==> config.mk <==
export PLATFORM = sky130hd
export DESIGN_NAME = pll_cfg_block
export DESIGN_NICKNAME = d
export VERILOG_FILES = /design/src/rtl/pll_cfg_pkg.sv /design/src/rtl/pll_cfg_block.sv
export VERILOG_INCLUDE_DIRS = /design/src /design/src/rtl
export SDC_FILE = /design/constraint.sdc
export NUM_CORES = 1
export LEC_CHECK = 0
export BUFFER_PORTS_ARGS = -buffer_cell sky130_fd_sc_hd__buf_4
export CAP_MARGIN = 20
export CORE_MARGIN = 2
export CORE_UTILIZATION = 58
export DETAILED_ROUTE_END_ITERATION = 8
export HOLD_SLACK_MARGIN = 0.15
export PLACE_DENSITY = 0.84
export SETUP_SLACK_MARGIN = 0.1
export SYNTH_ARGS = -nofsm -noshare
export SYNTH_HDL_FRONTEND = slang
export SYNTH_SLANG_ARGS = --single-unit
==> constraint.sdc <==
create_clock -name MCLK -period 2.65 [get_ports MCLK]
set_input_delay 0.1325 -clock MCLK [delete_from_list [all_inputs] [get_ports MCLK]]
set_output_delay 0.1325 -clock MCLK [all_outputs]
set_load 0.005 [all_outputs]
==> src/rtl/pll_cfg_regs.svh <==
// offsets, field positions, reset values and timing counts of the pll configuration group
// assumes inclusion by the top module only
`ifndef PLL_CFG_REGS_SVH
`define PLL_CFG_REGS_SVH
`define OFS_ZERO_HIGH 8'h00
`define OFS_ZERO_LOW 8'h01
`define OFS_ONE_HIGH 8'h02
`define OFS_ONE_LOW 8'h03
`define OFS_RADIO_CTRL_TWO 8'h04
`define OFS_RADIO_CTRL_SEVEN 8'h05
`define BIT_INVERT_DATA 2
`define BIT_BAND_SELECT 2
`define BIT_KEYING_SELECT 1
`define BIT_REF_OUT_ENABLE 0
`define BIT_PAGE_SELECT 0
`define BIT_SOFT_RESET 0
`define RST_DIVIDER_WORD 13'h0000
`define RST_CODING 2'h0
`define FRAC_DENOM 8192
`define BASE_INT_LOW 12
`define BASE_INT_STEP 4
`define REF_FREQ_KHZ 500
`define XTAL_FREQ_KHZ 26000
`endif

==> src/rtl/pll_cfg_pkg.sv <==
// types shared by the pll configuration group
// assumes the register header alongside
package pll_cfg_pkg;
   typedef enum logic [1:0]
   {
      CODE_MANCHESTER = 2'b00,
      CODE_BIPHASE = 2'b01,
      CODE_NRZ = 2'b10,
      CODE_DIRECT = 2'b11
   } coding_e;
   typedef logic [12:0] divword_t;
endpackage

==> src/rtl/pll_cfg_block.sv <==
// pll configuration registers of the radio transmitter, with page gating and soft reset
// assumes a plain one-cycle strobe register port on MCLK and an analog synthesizer outside
//
// How it works
// - pll registers reachable only while page select is clear; else read zero, writes ignored
// - zero word bits 12:5 in first register, bits 4:0 in second register bits 7:3
// - fsk zero carrier is crystal times integer part plus zero word over 8192
// - soft reset clears the whole zero divider word
// - one word bits 12:5 in third register, bits 4:0 in fourth bits 7:3
// - one carrier is crystal times integer part plus one word over 8192
// - soft reset clears the whole one divider word
// - bit 2 of second register inverts data and flips coded polarity; reset clears
// - coding field picks manchester, bi-phase, nrz from buffer, or direct processor bit
// - soft reset clears the coding field to manchester from buffer
// - band bit picks 315 or 434 mhz vco setup; soft reset clears it
// - band bit picks the divider making a 500 khz reference in either band
// - keying bit picks ook when 0 and fsk when 1; soft reset clears it
// - reference enable gates the 500 khz reference to the general timer module
// - writing one to soft reset reinitialises the radio; reads zero; cpu reset leaves it
// - page select lives in radio control register two
//
// The strobed register port and the address map were left to the implementer.
`timescale 1ns/100ps
`include "pll_cfg_regs.svh"
module pll_cfg_block
   import pll_cfg_pkg::*;
#(
   parameter int XTAL_KHZ = `XTAL_FREQ_KHZ,
   parameter int REF_KHZ = `REF_FREQ_KHZ
)
(
   // clock and reset
   input wire logic MCLK,
   input wire logic RST,
   // register port
   input wire logic [7:0] ADDR,
   input wire logic [7:0] WDATA,
   input wire logic WR,
   input wire logic RD,
   output logic [7:0] RDATA,
   // data path from the rest of the radio
   input wire logic BUF_BIT,
   input wire logic CPU_DATA_BIT,
   // synthesizer controls
   output logic [4:0] PLL_INT,
   output logic [12:0] PLL_FRAC,
   output logic CARRIER_ON,
   output logic BAND_SELECT,
   output logic KEYING_SELECT,
   output logic [1:0] CODING,
   output logic INVERT_DATA,
   output logic DIRECT_MODE,
   output logic REGISTER_PAGE_SELECT,
   // reference clock to the timer
   output logic TIMER_REFERENCE_CLOCK
);
   // divider counts for the reference; one crystal serves both bands, so both counts match
   localparam int REF_DIV_HALF = XTAL_KHZ / (2 * REF_KHZ);
   localparam int REF_DIV_HALF_HI = XTAL_KHZ / (2 * REF_KHZ);
   if (REF_DIV_HALF < 1 || REF_DIV_HALF > 255 || REF_DIV_HALF_HI < 1 || REF_DIV_HALF_HI > 255)
   begin : g_ref_range
      $error("reference divider out of range");
   end

   divword_t zero_word_r;
   divword_t one_word_r;
   logic invert_r;
   logic direct_r;
   coding_e coding_r;
   logic band_r;
   logic keying_r;
   logic refen_r;
   logic page_r;
   logic [7:0] rdata_r;
   logic [7:0] refcnt_r;
   logic [7:0] refcnt_nxt;
   logic ref_r;
   logic symbol_r;
   logic [4:0] pll_int_r;
   logic [12:0] pll_frac_r;
   logic carrier_r;

   // decode
   wire pll_vis = ~page_r;
   wire wr_zh = WR && ADDR == `OFS_ZERO_HIGH && pll_vis;
   wire wr_zl = WR && ADDR == `OFS_ZERO_LOW && pll_vis;
   wire wr_oh = WR && ADDR == `OFS_ONE_HIGH && pll_vis;
   wire wr_ol = WR && ADDR == `OFS_ONE_LOW && pll_vis;
   wire wr_c2 = WR && ADDR == `OFS_RADIO_CTRL_TWO;
   wire soft_rst = WR && ADDR == `OFS_RADIO_CTRL_SEVEN && WDATA[`BIT_SOFT_RESET];
   wire clr = RST || soft_rst;

   // read mux; pll registers read zero while the other page is selected
   wire [7:0] rd_zh = pll_vis ? zero_word_r[12:5] : 8'h00;
   wire [7:0] rd_zl = pll_vis ? {zero_word_r[4:0], invert_r, coding_r} : 8'h00;
   wire [7:0] rd_oh = pll_vis ? one_word_r[12:5] : 8'h00;
   wire [7:0] rd_ol = pll_vis ? {one_word_r[4:0], band_r, keying_r, refen_r} : 8'h00;
   wire [7:0] rd_c2 = {7'h00, page_r};
   wire [7:0] rd_mux =
      ADDR == `OFS_ZERO_HIGH ? rd_zh :
      ADDR == `OFS_ZERO_LOW ? rd_zl :
      ADDR == `OFS_ONE_HIGH ? rd_oh :
      ADDR == `OFS_ONE_LOW ? rd_ol :
      ADDR == `OFS_RADIO_CTRL_TWO ? rd_c2 : 8'h00; // soft reset bit reads zero

   // zero word, polarity and coding
   always_ff @(posedge MCLK)
   begin
      if (clr)
      begin
         zero_word_r <= `RST_DIVIDER_WORD;
         invert_r <= 1'b0;
         coding_r <= CODE_MANCHESTER;
         direct_r <= 1'b0;
      end
      else
      begin
         if (wr_zh)
            zero_word_r[12:5] <= WDATA;
         if (wr_zl)
         begin
            zero_word_r[4:0] <= WDATA[7:3];
            invert_r <= WDATA[`BIT_INVERT_DATA];
            coding_r <= coding_e'(WDATA[1:0]);
            direct_r <= WDATA[1:0] == 2'h3;
         end
      end
   end

   // one word, band and keying
   always_ff @(posedge MCLK)
   begin
      if (clr)
      begin
         one_word_r <= `RST_DIVIDER_WORD;
         band_r <= 1'b0;
         keying_r <= 1'b0;
      end
      else
      begin
         if (wr_oh)
            one_word_r[12:5] <= WDATA;
         if (wr_ol)
         begin
            one_word_r[4:0] <= WDATA[7:3];
            band_r <= WDATA[`BIT_BAND_SELECT];
            keying_r <= WDATA[`BIT_KEYING_SELECT];
         end
      end
   end

   // reference enable survives soft reset; page select in control two
   always_ff @(posedge MCLK)
   begin
      if (RST)
         refen_r <= 1'b0;
      else if (wr_ol)
         refen_r <= WDATA[`BIT_REF_OUT_ENABLE];
   end

   always_ff @(posedge MCLK)
   begin
      if (clr)
         page_r <= 1'b0;
      else if (wr_c2)
         page_r <= WDATA[`BIT_PAGE_SELECT];
   end

   always_ff @(posedge MCLK)
   begin
      if (RST)
         rdata_r <= 8'h00;
      else if (RD)
         rdata_r <= rd_mux;
      else
         rdata_r <= 8'h00;
   end

   // reference divider, half period chosen by band
   wire [7:0] half_cnt = band_r ? 8'(REF_DIV_HALF_HI) : 8'(REF_DIV_HALF);
   wire ref_wrap = refcnt_r >= half_cnt - 8'h01;
   assign refcnt_nxt = ref_wrap ? 8'h00 : refcnt_r + 8'h01;
   always_ff @(posedge MCLK)
   begin
      if (RST || !refen_r)
      begin
         refcnt_r <= 8'h00;
         ref_r <= 1'b0;
      end
      else
      begin
         refcnt_r <= refcnt_nxt;
         if (ref_wrap)
            ref_r <= ~ref_r;
      end
   end

   // symbol selection and synthesizer word
   wire raw_bit = (coding_r == CODE_DIRECT) ? CPU_DATA_BIT : BUF_BIT;
   wire sym = raw_bit ^ invert_r;
   wire [4:0] int_part = band_r ? 5'(`BASE_INT_LOW + `BASE_INT_STEP) : 5'(`BASE_INT_LOW);
   always_ff @(posedge MCLK)
   begin
      if (RST)
      begin
         symbol_r <= 1'b0;
         pll_int_r <= 5'(`BASE_INT_LOW);
         pll_frac_r <= 13'h0000;
         carrier_r <= 1'b0;
      end
      else
      begin
         symbol_r <= sym;
         pll_int_r <= int_part;
         pll_frac_r <= (sym || !keying_r) ? one_word_r : zero_word_r;
         carrier_r <= sym || keying_r;
      end
   end

   assign RDATA = rdata_r;
   assign PLL_INT = pll_int_r;
   assign PLL_FRAC = pll_frac_r;
   assign CARRIER_ON = carrier_r;
   assign BAND_SELECT = band_r;
   assign KEYING_SELECT = keying_r;
   assign CODING = coding_r;
   assign INVERT_DATA = invert_r;
   assign DIRECT_MODE = direct_r;
   assign REGISTER_PAGE_SELECT = page_r;
   assign TIMER_REFERENCE_CLOCK = ref_r;

   // checks
   chk_soft_clears: assert property (@(posedge MCLK) disable iff (RST)
      soft_rst |=> zero_word_r == 13'h0000 && one_word_r == 13'h0000
      && coding_r == CODE_MANCHESTER && !band_r && !keying_r && !invert_r)
      else $error("soft reset left a field set");
   chk_coding_reset: assert property (@(posedge MCLK) disable iff (RST)
      soft_rst |=> CODING == 2'h0 && !DIRECT_MODE)
      else $error("soft reset left coding set");
   chk_page_hides: assert property (@(posedge MCLK) disable iff (RST)
      RD && page_r && ADDR <= `OFS_ONE_LOW |=> RDATA == 8'h00)
      else $error("pll field visible on other page");
   chk_page_blocks: assert property (@(posedge MCLK) disable iff (RST)
      WR && page_r && ADDR <= `OFS_ONE_LOW |=> $stable(zero_word_r) && $stable(one_word_r)
      && $stable(coding_r) && $stable(invert_r) && $stable(band_r) && $stable(keying_r))
      else $error("pll field written on other page");
   chk_split_zero: assert property (@(posedge MCLK) disable iff (RST)
      wr_zh && !soft_rst |=> zero_word_r[12:5] == $past(WDATA))
      else $error("zero word high not stored");
   chk_split_low_zero: assert property (@(posedge MCLK) disable iff (RST)
      wr_zl |=> zero_word_r[4:0] == $past(WDATA[7:3])
      && invert_r == $past(WDATA[`BIT_INVERT_DATA]))
      else $error("zero word low not stored");
   chk_split_high_one: assert property (@(posedge MCLK) disable iff (RST)
      wr_oh |=> one_word_r[12:5] == $past(WDATA))
      else $error("one word high not stored");
   chk_split_one: assert property (@(posedge MCLK) disable iff (RST)
      wr_ol && !soft_rst |=> one_word_r[4:0] == $past(WDATA[7:3]))
      else $error("one word low not stored");
   chk_mode_store: assert property (@(posedge MCLK) disable iff (RST)
      wr_ol |=> band_r == $past(WDATA[`BIT_BAND_SELECT])
      && keying_r == $past(WDATA[`BIT_KEYING_SELECT]))
      else $error("band or keying not stored");
   chk_ook_off: assert property (@(posedge MCLK) disable iff (RST)
      !keying_r && !sym |=> !CARRIER_ON)
      else $error("carrier on for ook zero");
   chk_ook_word: assert property (@(posedge MCLK) disable iff (RST)
      !keying_r |=> PLL_FRAC == $past(one_word_r))
      else $error("ook used the zero word");
   chk_fsk_zero: assert property (@(posedge MCLK) disable iff (RST)
      keying_r && !sym |=> PLL_FRAC == $past(zero_word_r) && CARRIER_ON)
      else $error("fsk zero word wrong");
   chk_one_word: assert property (@(posedge MCLK) disable iff (RST)
      sym |=> PLL_FRAC == $past(one_word_r) && PLL_INT == $past(int_part))
      else $error("one word wrong");
   chk_band_low: assert property (@(posedge MCLK) disable iff (RST)
      !band_r |=> PLL_INT == 5'h0C)
      else $error("low band integer wrong");
   chk_band_high: assert property (@(posedge MCLK) disable iff (RST)
      band_r |=> PLL_INT == 5'h10)
      else $error("high band integer wrong");
   chk_ref_gate: assert property (@(posedge MCLK) disable iff (RST)
      !refen_r |=> !TIMER_REFERENCE_CLOCK)
      else $error("reference out while disabled");
   chk_ref_toggle: assert property (@(posedge MCLK) disable iff (RST)
      refen_r && ref_wrap |=> TIMER_REFERENCE_CLOCK != $past(TIMER_REFERENCE_CLOCK))
      else $error("reference missed its toggle");
   chk_ref_hold: assert property (@(posedge MCLK) disable iff (RST)
      refen_r && !ref_wrap |=> $stable(TIMER_REFERENCE_CLOCK))
      else $error("reference toggled early");
   chk_ref_survives: assert property (@(posedge MCLK) disable iff (RST)
      soft_rst && refen_r |=> refen_r)
      else $error("soft reset cleared reference enable");
   chk_page_cleared: assert property (@(posedge MCLK) disable iff (RST)
      soft_rst |=> !REGISTER_PAGE_SELECT)
      else $error("soft reset left page select set");
   chk_page_reads: assert property (@(posedge MCLK) disable iff (RST)
      RD && ADDR == `OFS_RADIO_CTRL_TWO |=> RDATA == {7'h00, $past(page_r)})
      else $error("page select read wrong");
   chk_soft_reads: assert property (@(posedge MCLK) disable iff (RST)
      RD && ADDR == `OFS_RADIO_CTRL_SEVEN |=> RDATA == 8'h00)
      else $error("soft reset bit read nonzero");
   chk_direct_cpu: assert property (@(posedge MCLK) disable iff (RST)
      keying_r && coding_r == CODE_DIRECT && (CPU_DATA_BIT ^ invert_r)
      |=> PLL_FRAC == $past(one_word_r))
      else $error("direct mode source wrong");
   chk_buffer_src: assert property (@(posedge MCLK) disable iff (RST)
      keying_r && coding_r != CODE_DIRECT && !(BUF_BIT ^ invert_r)
      |=> PLL_FRAC == $past(zero_word_r))
      else $error("buffer source wrong");
endmodule

======== Yosys cells after proc, flatten, opt, wreduce, memory -nomap -nowiden ========
Index checks and enable logic that the tools add are counted.
word-level totals
  register bits ........................... 70
  input bits .............................. 22
  output and inout bits ................... 35
  logic and storage cells ................. 62
operators by class
  $add $sub $neg .......................... 1
  $lt $le $gt $ge ......................... 1
  eq/ne operators ......................... 7
  muxes and demuxes ....................... 12
  bitwise logic cells ..................... 4
  reductions and logical operators ........ 20
operator list
  cell                 count
  $mux 8               8
  $eq 8x2->1 const B   2
  $eq 8x3->1 const B   2
  $mux 13              1
  $logic_and 1x1->1    11
  $add 8x1->8 const B  1
  $eq 8x1->1 const B   1
  $ge 8x5->1 const B   1
  $logic_not 8->1      1
  $mux 5               1
  $eq 2x2->1 const B   2
  $logic_or 1x1->1     4
  $reduce_or 2->1      2
  $not 1->1            3
  $logic_not 1->1      2
  $mux 1               2
  $xor 1x1->1          1

======== Logic depth before layout (Yosys ltp) ========
  depth after elaboration ................. 6
  mapped depth ............................ 7
  mapped depth without buffers ............ 6

======== Worst setup path before layout ========
OpenSTA, ideal clock, no wires.
  path kind ............................... reg-to-reg
  start point ............................. register coding_r[0], in the netlist CODING[0]
  end point ............................... register pll_frac_r[10], in the netlist PLL_FRAC[10]
  setup time .............................. 0.072 ns
  arrival ................................. 1.506 ns
  data required time ...................... 2.578 ns
  slack ................................... 1.072 ns
  cell stages (with the launch flop) ...... 6
  path buffers ............................ 1
  period minus slack after synthesis ...... 1.578 ns
  path through ............................ dfxtp_1 and3_1 or3_1 a21boi_2 buf_4 mux2i_1
between the ends
  word-level cells in the longest chain between the ends .. 5
ends and longest elaborated chain
  element                 line                  RTL
  from (decl)             pll_cfg_block.sv:69   coding_e coding_r;
  from (signal assigned)  pll_cfg_block.sv:124  coding_r <= coding_e'(WDATA[1:0]);
  $eq 2x2->1              pll_cfg_block.sv:199  wire raw_bit = (coding_r == CODE_DIRECT) ? CPU_DATA_BIT : BUF_BIT;
  $mux 1                  pll_cfg_block.sv:199
  $xor 1x1->1             pll_cfg_block.sv:200  wire sym = raw_bit ^ invert_r;
  $logic_or 1x1->1        pll_cfg_block.sv:215  pll_frac_r <= (sym || !keying_r) ? one_word_r : zero_word_r;
  $mux 13                 pll_cfg_block.sv:215
  to (signal assigned)    pll_cfg_block.sv:215
  to (decl)               pll_cfg_block.sv:80   logic [12:0] pll_frac_r;
Every way passes these cells.
A chain may end at the register's enable or synchronous reset.

======== Final worst setup path ========
  start point ............................. register page_r, in the netlist REGISTER_PAGE_SELECT
  end point ............................... register direct_r, in the netlist DIRECT_MODE
between the ends
  word-level cells in the longest chain between the ends .. 2
ends and longest elaborated chain
  element                 line                  RTL
  from (decl)             pll_cfg_block.sv:73   logic page_r;
  from (signal assigned)  pll_cfg_block.sv:166  page_r <= WDATA[`BIT_PAGE_SELECT];
  $not 1->1               pll_cfg_block.sv:84   wire pll_vis = ~page_r;
  $logic_and 1x1->1       pll_cfg_block.sv:86   wire wr_zl = WR && ADDR == `OFS_ZERO_LOW && pll_vis;
  to (signal assigned)    pll_cfg_block.sv:114  direct_r <= 1'b0;
  to (signal assigned)    pll_cfg_block.sv:125  direct_r <= WDATA[1:0] == 2'h3;
  to (decl)               pll_cfg_block.sv:68   logic direct_r;
Every way passes these cells.

==> metrics.txt <==
Tot GR Track Use=23.91%; setup_tns=0 ps; CP Launch Type=register; most common cell in the synthesized netlist=dfxtp_1; internal power=1542 µW; max-slew violations=0; routability cong.=0.7826; share of layout cells above drive strength 1=25.72%; Post-synth EDFFs=0; Detailed Place HPWL=4080 µm; CTS Sinks=67; number of buffers and inverters on the critical path=0; TritonRoute pass-1 iters=4; Tot Pwr=1961 µW; critical path, cell by cell=nor4_2 -> nand3_1 -> or2_0 -> a21oi_1; Core Area=4755 µm²; cell accounting for the most synthesized area=dfxtp_1; clk buf depth=2; Layout Cells excl Fill=413; Synth area leaders=dfxtp_1 (47%), mux2i_1 (16%), nand2b_1 (6.1%); post-place setup slack=609.7 ps; wire per inst=15.16 µm; switching pwr=418.7 µW; critical path arrival=2340 ps; final wirelength=6263 µm; power per cell area=545.5 nW/µm²; first-pass GRT wire length=9680 µm; via count=2185; delay-heaviest family, CP=simple AND/OR/NAND/NOR gates; kind of critical path=register to register; Mapped Cells=276; # port buffers=54; Gate power share=5.4%; Worst Hold Class=input pin to register; Post-Syn Area=2873 µm²; critical path's largest stage delay=590 ps; overflow left after global routing=0; pin count of the biggest net entering global routing=35; clk_skew=5.035 ps; Crit. End Element=register; Synth top area share=46.69%; synth warn=0; Placed Cells=387; status=finished clean; endpoints failing setup=0; DRC Markers=0; RSZ-0062 raised after global routing=false; Root Buffer=clkbuf_8; Antenna Cells=0; asr flop ratio synth=0%; IO Pins=57; required time of the worst setup path=2920 ps; CTS tree=yes; Peak Freq=483.3 MHz; Tmin final=2069 ps; Flop pwr share=51.6%; CP max-delay cell=nand3_1; CTS buffer count=9; Cell variety after synth=44; register bit count reported by yosys=67; Die W=74.38 µm; die height=74.38 µm; Setup Fix Bufs, Post-CTS=0; share of the yosys chip area belonging to registers=46.69%; MaxCap Viol Count=0; initial antenna violation count=0; Iteration-0 DRC Markers=91; vias in the first global route=2041; Worst-path clk slew=70 ps; final period utilization=78.07%; Worst-Skew Late Latency=340 ps; fin nets=367; area grow syn2layout=25.13%; DR vias/cell=5.291; sw frac=21.35%; worst-margin pin slew=663.2 ps; Leak Pwr=0.001639 µW; H-tree Lvls=3; Final ANT Viol Nets=0; Final Hold Fails=0; worst setup margin=581.0 ps; Synth top cells by count=dfxtp_1 (67), nor2_1 (46), mux2i_1 (45); Std-Cell Rows=25; Slew HR=55.79%; Initial Util=60.42%; critical path peak fanout=10; VDD IR-drop max=0.3412 mV; Die Footprint=5532 µm²; Primary FF master, synth=dfxtp_1; WHS=254.1 ps; clock power share=42.9%; Syn Area/Cell=10.41 µm²
## metrics by stage
| stage | util [%] | area (µm²) |
|---|---|---|
| 6_report | 75.61 | 3595 |
| 5_1_grt | 75.61 | 3595 |
| 3_5_place_dp | 69.21 | 3291 |
| 4_1_cts | 75.61 | 3595 |
| 2_1_floorplan | - | 2888 |
| 3_3_place_gp | 69.21 | 3291 |
## area by class of cell
class                           count  area (µm²)
Inverter                            4       15.01
Clock inverter                      2       35.03
Clock buffer                       13       158.9
Tap cell                           67       83.83
Timing Repair Buffer               68       538.0
Sequential cell                    67        1341
Fill cell                         358        1160
Multi-Input combinational cell    192        1423
## path summary, 6_finish.rpt
path	cells past startpoint	slack, ps	from	end
setup / recovery	4	580	REGISTER_PAGE_SELECT	DIRECT_MODE
hold / removal	3	250	ADDR[0]	REGISTER_PAGE_SELECT
setup reg to reg	4	580	REGISTER_PAGE_SELECT	DIRECT_MODE
hold reg to reg	1	460	BAND_SELECT	PLL_INT[3]
## layer usage
metal  vias to the layer above  wire [µm]  part of all wire [%]  track usage (%)
li1                       1074          -                     -                -
met1                      1046       2761                    44            29.35
met2                        55       3127                    50            39.63
met3                        10        291                   4.6            6.504
met4                         0         82                   1.3            10.12
met5                         -          0                     0                0
## placed cells by master, fill, tap and decap left out, types with 4 or more instances in the layout
master          n
dlygate4sd3_1  11
a22o_1          7
conb_1          5
a22oi_1         7
nand2b_1       28
mux2_2          7
inv_1           4
buf_4          57
nor2_1         46
nand3_1         4
dfxtp_1        67
clkbuf_8       11
mux2i_1        45
## worst reg2reg max path, stage by stage (launching register included)
cell and delay, ps:
dfxtp_1 370, nor4_2 500, nand3_1 590, or2_0 400, a21oi_1 130
## flip-flops by register name (all words and copies together), names as in the netlist, 2 cells and up
name         flops
RDATA            8
zero_word_r     13
CODING           2
refcnt_r         8
PLL_INT          2
PLL_FRAC        13
one_word_r      13
## power by group through the flow
stage | combinational, µW | clock, µW | sequential [µW]
after global placement | 93.1 | 0 | 1030
after CTS | 106 | 852 | 1010
after floorplan | 51.6 | 0 | 1030
after detailed placement | 93.9 | 0 | 1030
final | 107 | 842 | 1010
after global routing | 114 | 896 | 1010
## cells by family after synthesis
kind of cell | count (synthesis) | synth area share (%)
simple gates | 103 | 20.82
fa+ha+maj | 3 | 1.307
buf+inv | 21 | 4.312
flops | 67 | 46.69
other cells | 1 | 0.1305
mux | 53 | 19.21
xor+xnor | 4 | 1.220
compound gates | 24 | 6.316
## repair_timing
item,4_1_cts,5_1_grt
hold buffers,11,0
hold endpoints to repair,35,0
resized for setup,0,0
Power figures use the tool's default switching activity.
